--- config.mk ---
export PLATFORM = sky130hd
export DESIGN_NAME = usc_top
export DESIGN_NICKNAME = d
export VERILOG_FILES = /design/src/usc_pkg.sv /design/src/usc_buf.sv /design/src/usc_top.sv
export SDC_FILE = /design/constraint.sdc
export NUM_CORES = 1
export LEC_CHECK = 0
export ABC_AREA = 1
export BUFFER_PORTS_ARGS = -buffer_cell sky130_fd_sc_hd__buf_2
export CORE_ASPECT_RATIO = 1.2
export CORE_MARGIN = 2
export CORE_UTILIZATION = 40
export DETAILED_ROUTE_END_ITERATION = 8
export HOLD_SLACK_MARGIN = 0.06
export PLACE_DENSITY_LB_ADDON = 0.05
export SYNTH_ARGS = -nofsm -noshare
export SYNTH_HDL_FRONTEND = slang
export SYNTH_HIERARCHICAL = 1
export SYNTH_SLANG_ARGS = --single-unit
--- constraint.sdc ---
create_clock -name sys_clk -period 4.7 [get_ports sys_clk]
set_clock_uncertainty 0.15 [all_clocks]
set_input_delay 0.705 -clock sys_clk [delete_from_list [all_inputs] [get_ports sys_clk]]
set_output_delay 0.705 -clock sys_clk [all_outputs]
set_load 0.02 [all_outputs]
--- src/usc_pkg.sv ---
// Package: register map, field positions, constants and types of the serial transceiver
package usc_pkg;
  // Byte addresses on the register bus
  localparam logic [7:0] A_TXCS = 8'h00;
  localparam logic [7:0] A_RXCS = 8'h04;
  localparam logic [7:0] A_BAUD = 8'h08;
  localparam logic [7:0] A_TXD = 8'h0c;
  localparam logic [7:0] A_RXD = 8'h10;
  // transmit_control_status fields
  localparam int TX_CLOCK_SOURCE_MASTER = 7;
  localparam int TX_9 = 6;
  localparam int TX_EN = 5;
  localparam int TX_SYNC = 4;
  localparam int TX_BRK = 3;
  localparam int TX_HS = 2;
  localparam int TX_EMPTY = 1;
  localparam int TX_9D = 0;
  // receive_control_status fields
  localparam int RX_SERIAL_PORT_ON = 7;
  localparam int RX_9 = 6;
  localparam int RX_SINGLE_RECEIVE_ON = 5;
  localparam int RX_CONTINUOUS_RECEIVE_ON = 4;
  localparam int RX_ADDEN = 3;
  localparam int RX_FRAMING_ERROR_FLAG = 2;
  localparam int RX_OVERRUN_ERROR_FLAG = 1;
  localparam int RX_9D = 0;
  // Baud register: divisor low half, clock polarity above it
  localparam int BD_POL = 16;
  localparam logic [15:0] BRG_RST = 16'h0000;
  // Ticks per bit minus one, and half-bit sample point
  localparam logic [3:0] PH_LAST_HI = 4'h3;
  localparam logic [3:0] PH_LAST_LO = 4'hf;
  localparam logic [3:0] PH_HALF_HI = 4'h1;
  localparam logic [3:0] PH_HALF_LO = 4'h7;
  // Data bit counts minus one
  localparam logic [3:0] NB8_LAST = 4'h7;
  localparam logic [3:0] NB9_LAST = 4'h8;
  // Whole async frame lengths including start and stop
  localparam logic [3:0] LEN8 = 4'ha;
  localparam logic [3:0] LEN9 = 4'hb;
  localparam logic [3:0] LEN_BRK = 4'he;
  // Start, twelve zero bits, stop
  localparam logic [13:0] BRK_FRAME = 14'h2000;
  localparam logic [1:0] RESP_OK = 2'h0;
  localparam logic [1:0] RESP_ERR = 2'h2;

  typedef struct packed {
    logic framing_error_flag;
    logic ninth;
    logic [7:0] data;
  } usc_rxw_s;

  typedef enum logic [1:0] {
    RX_IDLE = 2'h0,
    RX_START = 2'h1,
    RX_DATA = 2'h3,
    RX_STOP = 2'h2
  } usc_rx_e;
endpackage

--- src/usc_buf.sv ---
// Small receive buffer with valid/ready on both sides
module usc_buf #(
  parameter int W = 10,
  parameter int D = 2
) (
  input wire logic clk,
  input wire logic resetn,
  input wire logic clr,
  input wire logic in_valid,
  output logic in_ready,
  input wire logic [W-1:0] in_data,
  output logic out_valid,
  input wire logic out_ready,
  output logic [W-1:0] out_data
);
  localparam int AW = (D > 1) ? $clog2(D) : 1;
  localparam logic [AW:0] FULL = (AW + 1)'(D);
  logic [W-1:0] mem [D];
  logic [AW-1:0] wp, rp;
  logic [AW:0] cnt;
  logic push, pop;

  assign in_ready = cnt != FULL;
  assign out_valid = cnt != '0;
  assign out_data = mem[rp];
  assign push = in_valid && in_ready;
  assign pop = out_valid && out_ready;

  always_ff @(posedge clk or negedge resetn) begin
    if (!resetn) begin
      wp <= '0;
      rp <= '0;
      cnt <= '0;
    end else if (clr) begin
      wp <= '0;
      rp <= '0;
      cnt <= '0;
    end else begin
      if (push) wp <= (wp == AW'(D - 1)) ? '0 : wp + 1'b1;
      if (pop) rp <= (rp == AW'(D - 1)) ? '0 : rp + 1'b1;
      cnt <= cnt + (AW + 1)'(push) - (AW + 1)'(pop);
    end
  end

  always_ff @(posedge clk) begin
    if (push) mem[wp] <= in_data;
  end
endmodule

--- src/usc_top.sv ---
// Serial transceiver: AXI4-Lite registers, async and sync engines, pin control
//
// The AXI4-Lite register port and the placing of the registers were chosen for this implementation.
module usc_top
  import usc_pkg::*;
(
  input wire logic sys_clk,
  input wire logic resetn,
  input wire logic [7:0] s_axi_awaddr,
  input wire logic s_axi_awvalid,
  output logic s_axi_awready,
  input wire logic [31:0] s_axi_wdata,
  input wire logic [3:0] s_axi_wstrb,
  input wire logic s_axi_wvalid,
  output logic s_axi_wready,
  output logic [1:0] s_axi_bresp,
  output logic s_axi_bvalid,
  input wire logic s_axi_bready,
  input wire logic [7:0] s_axi_araddr,
  input wire logic s_axi_arvalid,
  output logic s_axi_arready,
  output logic [31:0] s_axi_rdata,
  output logic [1:0] s_axi_rresp,
  output logic s_axi_rvalid,
  input wire logic s_axi_rready,
  input wire logic tx_ck_i,
  output logic tx_ck_o,
  output logic tx_ck_oe,
  input wire logic rx_dt_i,
  output logic rx_dt_o,
  output logic rx_dt_oe
);
  logic clock_source_master, tx9, transmit_on, sync, break_send_request, hs, t9d;
  logic serial_port_on, rx9, single_receive_on, continuous_receive_on, adden, overrun_error_flag;
  logic [15:0] baud_generator;
  logic pol;
  logic hold_full;
  logic [7:0] hold_d;
  logic aw_got, w_got, next_aw_got, next_w_got, next_rvalid;
  logic [7:0] aw_a;
  logic [31:0] w_d;
  logic [3:0] w_s;
  logic [31:0] rd_val;
  logic rd_map;
  logic [7:0] wa, ra;
  logic aw_fire, w_fire, ar_fire, wr_fire, wr_map;
  logic wr_txcs, wr_rxcs, wr_baud, wr_txd, pop;
  logic [15:0] pre;
  logic tick;
  logic [3:0] ph_last, ph_half;
  logic [1:0] pin_m, pin_s, pin_p;
  logic dts;
  logic tx_busy, tx_brk, a_start, tx_end;
  logic [13:0] tx_sh;
  logic [3:0] tx_ph, tx_cnt, tx_len;
  usc_rx_e rx_st;
  logic [3:0] rx_ph, rx_cnt, rx_last;
  logic [8:0] rx_sh;
  logic rx_on, a_push;
  logic sy_act, sy_rx, ck_lvl, rxm, s_start, s_edge, lead, trail, sy_end, s_push;
  logic m_lead, m_trail;
  logic [8:0] sy_sh, src;
  logic [3:0] sy_cnt, sy_last;
  logic tx_take, tx_empty, push, in_ready, out_valid, ovr, single_receive_on_clr;
  usc_rxw_s in_w, hd, out_w;

  //////////////////////////////////////////////////////////////////////////
  // AXI4-Lite slave: write address and data taken in either order
  assign aw_fire = s_axi_awvalid && s_axi_awready;
  assign w_fire = s_axi_wvalid && s_axi_wready;
  assign ar_fire = s_axi_arvalid && s_axi_arready;
  assign wr_fire = aw_got && w_got && !s_axi_bvalid;
  assign next_aw_got = (aw_got || aw_fire) && !wr_fire;
  assign next_w_got = (w_got || w_fire) && !wr_fire;
  assign next_rvalid = ar_fire || (s_axi_rvalid && !s_axi_rready);
  assign wa = {aw_a[7:2], 2'h0};
  assign ra = {s_axi_araddr[7:2], 2'h0};
  assign wr_map = wa inside {A_TXCS, A_RXCS, A_BAUD, A_TXD, A_RXD};
  assign wr_txcs = wr_fire && wa == A_TXCS && w_s[0];
  assign wr_rxcs = wr_fire && wa == A_RXCS && w_s[0];
  assign wr_baud = wr_fire && wa == A_BAUD;
  assign wr_txd = wr_fire && wa == A_TXD && w_s[0];
  // Reading the data word pops the buffer head
  assign pop = ar_fire && ra == A_RXD;

  always_ff @(posedge sys_clk or negedge resetn) begin
    if (!resetn) begin
      aw_got <= 1'b0;
      w_got <= 1'b0;
      aw_a <= '0;
      w_d <= '0;
      w_s <= '0;
      s_axi_awready <= 1'b0;
      s_axi_wready <= 1'b0;
      s_axi_bvalid <= 1'b0;
      s_axi_bresp <= RESP_OK;
    end else begin
      aw_got <= next_aw_got;
      w_got <= next_w_got;
      s_axi_awready <= !next_aw_got;
      s_axi_wready <= !next_w_got;
      if (aw_fire) aw_a <= s_axi_awaddr;
      if (w_fire) begin
        w_d <= s_axi_wdata;
        w_s <= s_axi_wstrb;
      end
      if (wr_fire) begin
        s_axi_bvalid <= 1'b1;
        s_axi_bresp <= wr_map ? RESP_OK : RESP_ERR;
      end else if (s_axi_bready) begin
        s_axi_bvalid <= 1'b0;
      end
    end
  end

  // The framing flag and ninth bit come from the buffer head so they track the word being read
  assign hd = out_valid ? out_w : '0;

  always_comb begin
    rd_val = '0;
    rd_map = 1'b1;
    case (ra)
      A_TXCS: rd_val[7:0] = {clock_source_master, tx9, transmit_on, sync, break_send_request, hs, tx_empty, t9d};
      A_RXCS: rd_val[7:0] = {serial_port_on, rx9, single_receive_on, continuous_receive_on, adden, hd.framing_error_flag, overrun_error_flag, hd.ninth};
      A_BAUD: rd_val[BD_POL:0] = {pol, baud_generator};
      A_TXD: rd_val[8:0] = {hold_full, hold_d};
      A_RXD: rd_val[8:0] = {hd.ninth, hd.data};
      default: rd_map = 1'b0;
    endcase
  end

  always_ff @(posedge sys_clk or negedge resetn) begin
    if (!resetn) begin
      s_axi_arready <= 1'b0;
      s_axi_rvalid <= 1'b0;
      s_axi_rdata <= '0;
      s_axi_rresp <= RESP_OK;
    end else begin
      s_axi_arready <= !next_rvalid;
      if (ar_fire) begin
        s_axi_rvalid <= 1'b1;
        s_axi_rdata <= rd_val;
        s_axi_rresp <= rd_map ? RESP_OK : RESP_ERR;
      end else if (s_axi_rready) begin
        s_axi_rvalid <= 1'b0;
      end
    end
  end

  //////////////////////////////////////////////////////////////////////////
  // Control registers
  always_ff @(posedge sys_clk or negedge resetn) begin
    if (!resetn) begin
      {clock_source_master, tx9, transmit_on, sync, hs, t9d} <= '0;
      break_send_request <= 1'b0;
    end else begin
      if (wr_txcs) begin
        clock_source_master <= w_d[TX_CLOCK_SOURCE_MASTER];
        tx9 <= w_d[TX_9];
        transmit_on <= w_d[TX_EN];
        sync <= w_d[TX_SYNC];
        hs <= w_d[TX_HS];
        t9d <= w_d[TX_9D];
      end
      // A write in the same cycle as completion keeps what software asked
      if (wr_txcs) break_send_request <= w_d[TX_BRK];
      else if (tx_end && tx_brk) break_send_request <= 1'b0;
    end
  end

  always_ff @(posedge sys_clk or negedge resetn) begin
    if (!resetn) begin
      {serial_port_on, rx9, continuous_receive_on, adden} <= '0;
      single_receive_on <= 1'b0;
      overrun_error_flag <= 1'b0;
      baud_generator <= BRG_RST;
      pol <= 1'b0;
    end else begin
      if (wr_rxcs) begin
        serial_port_on <= w_d[RX_SERIAL_PORT_ON];
        rx9 <= w_d[RX_9];
        continuous_receive_on <= w_d[RX_CONTINUOUS_RECEIVE_ON];
        adden <= w_d[RX_ADDEN];
      end
      if (wr_rxcs) single_receive_on <= w_d[RX_SINGLE_RECEIVE_ON];
      else if (single_receive_on_clr) single_receive_on <= 1'b0;
      // Set wins over the clearing write
      if (ovr) overrun_error_flag <= 1'b1;
      else if ((wr_rxcs && !w_d[RX_CONTINUOUS_RECEIVE_ON]) || !serial_port_on) overrun_error_flag <= 1'b0;
      if (wr_baud && w_s[0]) baud_generator[7:0] <= w_d[7:0];
      if (wr_baud && w_s[1]) baud_generator[15:8] <= w_d[15:8];
      if (wr_baud && w_s[2]) pol <= w_d[BD_POL];
    end
  end

  // Holding register; a write while full is dropped
  always_ff @(posedge sys_clk or negedge resetn) begin
    if (!resetn) begin
      hold_full <= 1'b0;
      hold_d <= '0;
    end else if (!serial_port_on) begin
      hold_full <= 1'b0;
    end else if (tx_take) begin
      hold_full <= 1'b0;
    end else if (wr_txd && !hold_full) begin
      hold_full <= 1'b1;
      hold_d <= w_d[7:0];
    end
  end

  //////////////////////////////////////////////////////////////////////////
  // Baud divider and pin synchronisers
  always_ff @(posedge sys_clk or negedge resetn) begin
    if (!resetn) begin
      pre <= '0;
      tick <= 1'b0;
    end else if (!serial_port_on || pre >= baud_generator) begin
      pre <= '0;
      tick <= serial_port_on;
    end else begin
      pre <= pre + 16'h1;
      tick <= 1'b0;
    end
  end

  assign ph_last = hs ? PH_LAST_HI : PH_LAST_LO;
  assign ph_half = hs ? PH_HALF_HI : PH_HALF_LO;

  // Bit 1 is the clock pin, bit 0 the data pin
  always_ff @(posedge sys_clk or negedge resetn) begin
    if (!resetn) begin
      pin_m <= 2'h3;
      pin_s <= 2'h3;
      pin_p <= 2'h3;
    end else begin
      pin_m <= {tx_ck_i, rx_dt_i};
      pin_s <= pin_m;
      pin_p <= pin_s;
    end
  end
  assign dts = pin_s[0];

  //////////////////////////////////////////////////////////////////////////
  // Asynchronous transmitter
  assign a_start = serial_port_on && !sync && transmit_on && hold_full && !tx_busy;
  assign tx_end = tx_busy && tick && tx_ph == ph_last && tx_cnt == tx_len - 4'h1;

  always_ff @(posedge sys_clk or negedge resetn) begin
    if (!resetn) begin
      tx_busy <= 1'b0;
      tx_brk <= 1'b0;
      tx_sh <= '1;
      tx_ph <= '0;
      tx_cnt <= '0;
      tx_len <= LEN8;
    end else if (!serial_port_on) begin
      tx_busy <= 1'b0;
      tx_sh <= '1;
    end else if (a_start) begin
      tx_busy <= 1'b1;
      tx_brk <= break_send_request;
      tx_ph <= '0;
      tx_cnt <= '0;
      if (break_send_request) begin
        tx_sh <= BRK_FRAME;
        tx_len <= LEN_BRK;
      end else if (tx9) begin
        tx_sh <= {4'hf, t9d, hold_d, 1'b0};
        tx_len <= LEN9;
      end else begin
        tx_sh <= {5'h1f, hold_d, 1'b0};
        tx_len <= LEN8;
      end
    end else if (tx_busy && tick) begin
      if (tx_ph == ph_last) begin
        tx_ph <= '0;
        tx_sh <= {1'b1, tx_sh[13:1]};
        tx_cnt <= tx_cnt + 4'h1;
        if (tx_end) tx_busy <= 1'b0;
      end else begin
        tx_ph <= tx_ph + 4'h1;
      end
    end
  end

  //////////////////////////////////////////////////////////////////////////
  // Asynchronous receiver, runs alongside the transmitter
  assign rx_on = serial_port_on && !sync && continuous_receive_on && !overrun_error_flag;
  assign rx_last = rx9 ? NB9_LAST : NB8_LAST;
  assign a_push = rx_st == RX_STOP && tick && rx_ph == ph_last;

  always_ff @(posedge sys_clk or negedge resetn) begin
    if (!resetn) begin
      rx_st <= RX_IDLE;
      rx_ph <= '0;
      rx_cnt <= '0;
      rx_sh <= '0;
    end else if (!rx_on) begin
      rx_st <= RX_IDLE;
    end else begin
      case (rx_st)
        RX_IDLE: begin
          if (pin_p[0] && !dts) begin
            rx_st <= RX_START;
            rx_ph <= '0;
          end
        end
        RX_START: begin
          if (tick && rx_ph == ph_half) begin
            // A glitch shorter than half a bit is not a start
            rx_st <= dts ? RX_IDLE : RX_DATA;
            rx_ph <= '0;
            rx_cnt <= '0;
          end else if (tick) begin
            rx_ph <= rx_ph + 4'h1;
          end
        end
        RX_DATA: begin
          if (tick && rx_ph == ph_last) begin
            rx_ph <= '0;
            rx_sh <= {dts, rx_sh[8:1]};
            rx_cnt <= rx_cnt + 4'h1;
            if (rx_cnt == rx_last) rx_st <= RX_STOP;
          end else if (tick) begin
            rx_ph <= rx_ph + 4'h1;
          end
        end
        RX_STOP: begin
          if (a_push) rx_st <= RX_IDLE;
          else if (tick) rx_ph <= rx_ph + 4'h1;
        end
        default: rx_st <= RX_IDLE;
      endcase
    end
  end

  //////////////////////////////////////////////////////////////////////////
  // Synchronous half-duplex engine, master or slave
  assign rxm = sync && (continuous_receive_on || (single_receive_on && clock_source_master));
  assign m_lead = clock_source_master && tick && sy_act && ck_lvl == pol;
  assign m_trail = clock_source_master && tick && sy_act && ck_lvl != pol;
  assign s_edge = pin_s[1] != pin_p[1];
  assign lead = clock_source_master ? m_lead : s_edge && pin_p[1] == pol;
  assign trail = clock_source_master ? m_trail : s_edge && pin_p[1] != pol;
  assign sy_last = (sy_rx ? rx9 : tx9) ? NB9_LAST : NB8_LAST;
  assign sy_end = sy_act && trail && sy_cnt == sy_last;
  assign s_start = serial_port_on && sync && !sy_act && (rxm ? !overrun_error_flag : transmit_on && hold_full);
  assign s_push = sy_end && sy_rx;
  assign single_receive_on_clr = s_push && clock_source_master && single_receive_on && !continuous_receive_on;

  always_ff @(posedge sys_clk or negedge resetn) begin
    if (!resetn) begin
      sy_act <= 1'b0;
      sy_rx <= 1'b0;
      ck_lvl <= 1'b0;
      sy_sh <= '0;
      sy_cnt <= '0;
    end else if (!serial_port_on || !sync) begin
      sy_act <= 1'b0;
      ck_lvl <= pol;
    end else if (s_start) begin
      sy_act <= 1'b1;
      sy_rx <= rxm;
      sy_cnt <= '0;
      sy_sh <= {t9d, hold_d};
    end else if (sy_act) begin
      if (m_lead || m_trail) ck_lvl <= !ck_lvl;
      // Data moves on the leading edge so it is stable at the trailing one
      if (lead && !sy_rx && sy_cnt != '0) sy_sh <= {1'b0, sy_sh[8:1]};
      if (trail) begin
        sy_cnt <= sy_cnt + 4'h1;
        if (sy_rx) sy_sh <= {dts, sy_sh[8:1]};
        if (sy_end) sy_act <= 1'b0;
      end
    end else begin
      ck_lvl <= pol;
    end
  end

  //////////////////////////////////////////////////////////////////////////
  // Receive path into the buffer, overrun when it is full
  assign tx_take = a_start || (s_start && !rxm);
  assign tx_empty = !(tx_busy || (sy_act && !sy_rx));
  assign push = a_push || s_push;
  assign src = a_push ? rx_sh : {dts, sy_sh[8:1]};
  assign in_w.framing_error_flag = a_push && !dts;
  assign in_w.ninth = rx9 ? src[8] : 1'b0;
  assign in_w.data = rx9 ? src[7:0] : src[8:1];
  assign ovr = push && !in_ready;

  usc_buf #(.W($bits(usc_rxw_s)), .D(2)) u_buf (
    .clk(sys_clk),
    .resetn(resetn),
    .clr(!serial_port_on),
    .in_valid(push),
    .in_ready(in_ready),
    .in_data(in_w),
    .out_valid(out_valid),
    .out_ready(pop),
    .out_data(out_w)
  );

  //////////////////////////////////////////////////////////////////////////
  // Pin drivers
  always_ff @(posedge sys_clk or negedge resetn) begin
    if (!resetn) begin
      tx_ck_o <= 1'b1;
      tx_ck_oe <= 1'b0;
      rx_dt_o <= 1'b0;
      rx_dt_oe <= 1'b0;
    end else begin
      tx_ck_oe <= serial_port_on && (!sync || clock_source_master);
      tx_ck_o <= sync ? ck_lvl : (tx_busy ? tx_sh[0] : 1'b1);
      rx_dt_oe <= serial_port_on && sync && sy_act && !sy_rx;
      rx_dt_o <= sy_sh[0];
    end
  end

  //////////////////////////////////////////////////////////////////////////
  // Checks
  pins_off_a: assert property (@(posedge sys_clk) disable iff (!resetn)
    !serial_port_on |=> !tx_ck_oe && !rx_dt_oe) else $error("pins driven while port off");
  held_rst_a: assert property (@(posedge sys_clk) disable iff (!resetn)
    !serial_port_on |=> !tx_busy && !sy_act && rx_st == RX_IDLE) else $error("engine ran off");
  idle_high_a: assert property (@(posedge sys_clk) disable iff (!resetn)
    serial_port_on && !sync && !tx_busy |=> tx_ck_o) else $error("async idle line low");
  brk_low_a: assert property (@(posedge sys_clk) disable iff (!resetn)
    tx_busy && tx_brk && tx_cnt < LEN_BRK - 4'h1 |-> !tx_sh[0]) else $error("break high");
  brk_clr_a: assert property (@(posedge sys_clk) disable iff (!resetn)
    tx_end && tx_brk && !wr_txcs |=> !break_send_request) else $error("break bit kept");
  frame_len_a: assert property (@(posedge sys_clk) disable iff (!resetn)
    a_start && !break_send_request |=> tx_len == ($past(tx9) ? LEN9 : LEN8)
      && tx_sh[9] == ($past(tx9) ? $past(t9d) : 1'b1))
    else $error("wrong frame");
  ninth_out_a: assert property (@(posedge sys_clk) disable iff (!resetn)
    a_start && tx9 && !break_send_request |=> tx_sh[9] == $past(t9d)) else $error("ninth bit lost");
  tx_override_a: assert property (@(posedge sys_clk) disable iff (!resetn)
    serial_port_on && sync && rxm && !sy_act |=> !(sy_act && !sy_rx)) else $error("tx beat rx");
  empty_flag_a: assert property (@(posedge sys_clk) disable iff (!resetn)
    a_start |=> !tx_empty ##1 !tx_empty) else $error("empty while sending");
  single_receive_on_clr_a: assert property (@(posedge sys_clk) disable iff (!resetn)
    single_receive_on_clr && !wr_rxcs |=> !single_receive_on) else $error("single receive stuck");
  overrun_error_flag_set_a: assert property (@(posedge sys_clk) disable iff (!resetn)
    ovr |=> overrun_error_flag) else $error("overrun missed");
  overrun_error_flag_keep_a: assert property (@(posedge sys_clk) disable iff (!resetn)
    $fell(overrun_error_flag) |-> $past(wr_rxcs && !w_d[RX_CONTINUOUS_RECEIVE_ON]) || $past(!serial_port_on))
    else $error("overrun cleared");
  ck_idle_a: assert property (@(posedge sys_clk) disable iff (!resetn)
    serial_port_on && sync && clock_source_master && !sy_act && !s_start |=> ##1 tx_ck_o == pol)
    else $error("clock not idle");
  async_tx_c: cover property (@(posedge sys_clk) disable iff (!resetn) tx_end && !tx_brk);
  break_c: cover property (@(posedge sys_clk) disable iff (!resetn) tx_end && tx_brk);
  sync_rx_c: cover property (@(posedge sys_clk) disable iff (!resetn) s_push && clock_source_master);
  overrun_c: cover property (@(posedge sys_clk) disable iff (!resetn) ovr);
endmodule

==> results.md <==
Route:
- The via total after detailed routing is 7,856.
- For this block, the routed nets add up to 25.2 mm of wire.
- In the routed design, unresolved DRC markers number 0.
- In the routed layout, each cell is associated on average with a via count of 4.88.
- The count of nets left with antenna violations once routing finished came out at 0.
- The first-pass detailed-route iteration total is 4.
- The final routed wire length divided by cell count is 15.7 um.
- The DRC violation total after the first TritonRoute iteration is 388.

Clock tree:
- The clock tree root buffer cell is sky130_fd_sc_hd__clkbuf_16.
- The TritonCTS clock tree is done.
- The clock net sink count is 201.
- Buffers inserted during clock tree synthesis total 23.
- The deepest level of the CTS H-tree is 1.
- The number of setup buffers added after CTS is 0.
- The later pin in the worst-skew pair is clocked with a latency of 0.51 ns.
- The number of resized instances in the post-cts repair step is 0.
- The maximum clock insertion buffer count is 3.
- Clock-pin slew was measured on the worst setup and hold paths at 0.06 ns.
- In this run, post-CTS hold repair placed 0 buffers.

Yosys:
- Among all flip-flop cells after synthesis, the most frequent one is sky130_fd_sc_hd__dfrtp_1.
- The synthesized netlist contains 47 unique library cells.
- Counting flops with an async set or reset pin after synthesis yields a share of 90.0%.
- By area the synthesized netlist is led by sky130_fd_sc_hd__dfrtp_1 40%, sky130_fd_sc_hd__nand2_1 13%, sky130_fd_sc_hd__edfxtp_1 6.0%.
- Counting flops with a built-in enable in the synthesized netlist gives 20.
- The cell taking the most area after synthesis is sky130_fd_sc_hd__dfrtp_1.
- After synthesis, the mean cell area works out to 8.34 um^2.
- The warning count from the yosys run is 6.
- The instance count of the mapped netlist is 1,198.
- In this run the cell area of the synthesized design comes to 10000 um^2.
- The share of the Yosys chip area taken by registers is 51.6%.
- The share of the synthesized area in the top cell type is 40.3%.
- The synthesized design contains 201 register bits.

GRT:
- The number of antenna violations at the first check in global routing came to 0.
- The pin count of the biggest net entering global routing is 111.
- For this run the aggregate overflow at the end of global routing stands at 0.
- The global routing usage summed across all routing layers is 19.8%.
- The number of global-route vias before repair is 7,702.
- The first global-routing pass estimated 41.3 mm of wire.

Cells and area:
- After the last flow step, the layout net total stands at 1,354.
- Cells with a size suffix above 1 make up 13.6% of the layout.
- Relative to the synthesized area, the layout overhead comes to 13.4%.
- The number of cells in the finished layout apart from fillers is 1,609.
- The leading cell type in the layout, fill and taps excluded is sky130_fd_sc_hd__nand2_1.
- Leaving out fill and tap cells, the most frequent cells in the layout are 337 x sky130_fd_sc_hd__nand2_1, 161 x sky130_fd_sc_hd__dfrtp_1, 127 x sky130_fd_sc_hd__inv_1.
- The diode insertion count for antenna repair is 0.
- The layout has 2,466 filler cells.
- The register area is 5150 um^2.
- Summing all multi-input logic gate instances after layout gives 4100 um^2.

Timing:
- For the finished layout, the period the worst path requires is 3.08 ns.
- The number of slew-limit violations in the final report is 0.
- The slew at the pin with the worst max-slew slack is 0.896 ns.
- The sum of negative setup slack is 0 ns.
- Setup violations remaining at the end of the flow were counted as 0.
- Setup repair after global routing left no endpoint under its margin.
- The highest achievable clock rate is 325 MHz.
- The final hold violation count is 0.
- In the finished design, the share of the clock period the worst path needs comes to 65.5%.
- The remaining max-slew budget at the tightest pin is 40.1%.

Critical path:
- The internal reg-to-reg setup slack is 1.62 ns.
- The largest fanout on the critical path is 10.
- The depth of the worst register-to-register path is 8.
- The worst register-to-register path ends at u_buf/mem[0][1]$_DFFE_PP_.
- The nature of the critical path endpoint is a flip-flop.
- The startpoint of the lowest-slack register-to-register path is rx9$_DFFE_PN0N_.
- The worst setup path is of the reg2reg kind.
- The worst setup path is launched from a flip-flop.
- Data on the critical path is required at its endpoint by 4.68 ns.
- The endpoint arrival time on the critical path is 3.06 ns.

Floorplanning:
- The core region area is 24,700 um^2.
- The horizontal die dimension is 148 um.
- The floorplan has 63 rows.
- The boundary pin count is 106.
- The die span in y is 177 um.
- The initial core utilization is 40.5%.
- The die covers 26,300 um^2.

Pwr:
- The total power divided by cell area is 466 nW/um^2.
- The combinational cell fraction of total power is 20.2%.
- Summed over all nets, the switching power comes to 1720 uW.
- The part of the total power dissipated in the clock network is 35.1%.
- Summed over all cells, the static leakage comes to 0.00543 uW.
- The share of power burned in registers is 44.7%.
- The internal portion of total power is 3570 uW.
- Of the total power, the share spent switching nets is 32.5%.
- The worst voltage drop across the vdd grid is 309 uV.

Place:
- Routability-driven placement finished with a final weighted congestion of 0.831.
- The number of I/O port buffers is 68.
- Once placement completed, the tool counted placed cells totaling 1,568.
- Once detailed placement completed, the half-perimeter wirelength came to 18.2 mm.

Worst hold path:
- The worst hold path terminates at pin_m[1]$_DFF_PN1_.
- In this run the worst hold path is classified as in2reg.
- The number of cells on the worst hold path is 1.
- The origin of the worst min-delay path is tx_ck_i.

Run:
- Across the run, the number of max-cap violations was 0.

Outcome:
- The run finished with clean final reports.
kinds of logic after synthesis:
kind of cell    synth area share, %
xor+xnor                       1.49
flops                          51.6
other cells                  0.0375
fa+ha+maj                      3.13
mux                           0.701
compound gates                 11.2
buf+inv                        8.00
simple gates                   23.9
per-stage QoR:
step                setup slack, ns  utilization (%)  hold slack (ns)  area [um^2]  total power [uW]
finish                         1.62             45.9            0.148        11300              5280
detailed placement             1.59             42.8            0.201        10600              3470
floorplan                      2.37                -            0.195        10100              3080
global route                   1.35             45.9            0.125        11300              5630
global placement               1.63             42.8            0.198        10600              3460
CTS                            1.58             45.9            0.127        11300              5350
worst max-delay path, cell delays in order, from the launching register on:
cell                      delay (ns)
sky130_fd_sc_hd__dfrtp_1        0.65
sky130_fd_sc_hd__inv_2          0.16
sky130_fd_sc_hd__nand2_1        0.08
sky130_fd_sc_hd__o21ai_0        0.13
sky130_fd_sc_hd__o21ai_0        0.18
sky130_fd_sc_hd__nand2_1        0.09
sky130_fd_sc_hd__o21ai_1        0.41
sky130_fd_sc_hd__nand2_2        0.13
sky130_fd_sc_hd__nor2_1         0.70
registers in the layout, indices dropped and copies added, names as in the netlist, 8 cells and up:
name / cells
sy_sh: 9
w_d: 17
hold_d: 8
tx_sh: 13
pre: 16
s_axi_rdata: 17
baud_generator: 16
u_buf/mem: 20
rx_sh: 9
cells in the mapped netlist, types with 2 or more instances:
cell and n:
sky130_fd_sc_hd__edfxtp_1 20, sky130_fd_sc_hd__nor3_1 14, sky130_fd_sc_hd__buf_2 9, sky130_fd_sc_hd__a31oi_1 2, sky130_fd_sc_hd__o21ai_1 17, sky130_fd_sc_hd__o21a_1 2, sky130_fd_sc_hd__nand3_1 56, sky130_fd_sc_hd__o22ai_1 8
sky130_fd_sc_hd__mux2i_1 7, sky130_fd_sc_hd__dfstp_2 20, sky130_fd_sc_hd__inv_1 127, sky130_fd_sc_hd__inv_2 9, sky130_fd_sc_hd__o21ai_0 88, sky130_fd_sc_hd__xor2_1 9, sky130_fd_sc_hd__nand2_4 2, sky130_fd_sc_hd__a21oi_1 60
sky130_fd_sc_hd__buf_6 5, sky130_fd_sc_hd__ha_1 25, sky130_fd_sc_hd__clkbuf_1 10, sky130_fd_sc_hd__o21ai_2 8, sky130_fd_sc_hd__o211ai_1 2, sky130_fd_sc_hd__a211oi_1 2, sky130_fd_sc_hd__buf_4 20, sky130_fd_sc_hd__nand4_1 18
sky130_fd_sc_hd__nand3_2 3, sky130_fd_sc_hd__nand2_1 337, sky130_fd_sc_hd__o31ai_1 8, sky130_fd_sc_hd__nand2_2 6, sky130_fd_sc_hd__xnor2_1 8, sky130_fd_sc_hd__nor2_2 10, sky130_fd_sc_hd__nor2_1 109, sky130_fd_sc_hd__dfrtp_1 161
sky130_fd_sc_hd__nand3b_1 2
power by group through the flow:
stage	registers (uW)	logic (uW)	clock network [uW]
detailed placement	2390	1080	0
finish	2360	1070	1850
global placement	2390	1070	0
floorplan	2330	751	0
CTS	2360	1090	1900
global route	2410	1240	1980
cell type report:
class                      instances  area share, %
clock buffer                      28           5.33
timing repair buffer              73           3.41
clock inverter                    13           1.48
tap                              325           3.59
sequential                       201           45.5
inverter                         136           4.50
multi-input combinational        833           36.2
metal layers:
metal | share of wire [%] | track usage [%]
met5 | 0 | 0
met4 | 1.7 | 4.68
met3 | 3.8 | 2.58
met2 | 50 | 35.1
met1 | 44 | 25.8
how the worst max path moves through the flow:
stage	start	end	slack [ns]	cells past startpoint
after floorplan	s_axi_arvalid	u_buf/cnt[0]$_DFF_PN0_	2.37	10
after global placement	rx9$_DFFE_PN0N_	u_buf/mem[1][0]$_DFFE_PP_	1.63	8
after detailed placement	rx9$_DFFE_PN0N_	u_buf/mem[0][0]$_DFFE_PP_	1.59	8
after CTS	rx9$_DFFE_PN0N_	u_buf/mem[0][0]$_DFFE_PP_	1.58	8
after global routing	rx9$_DFFE_PN0N_	u_buf/mem[0][6]$_DFFE_PP_	1.35	8
final	rx9$_DFFE_PN0N_	u_buf/mem[0][1]$_DFFE_PP_	1.62	8
Power figures use the tool's default switching activity.
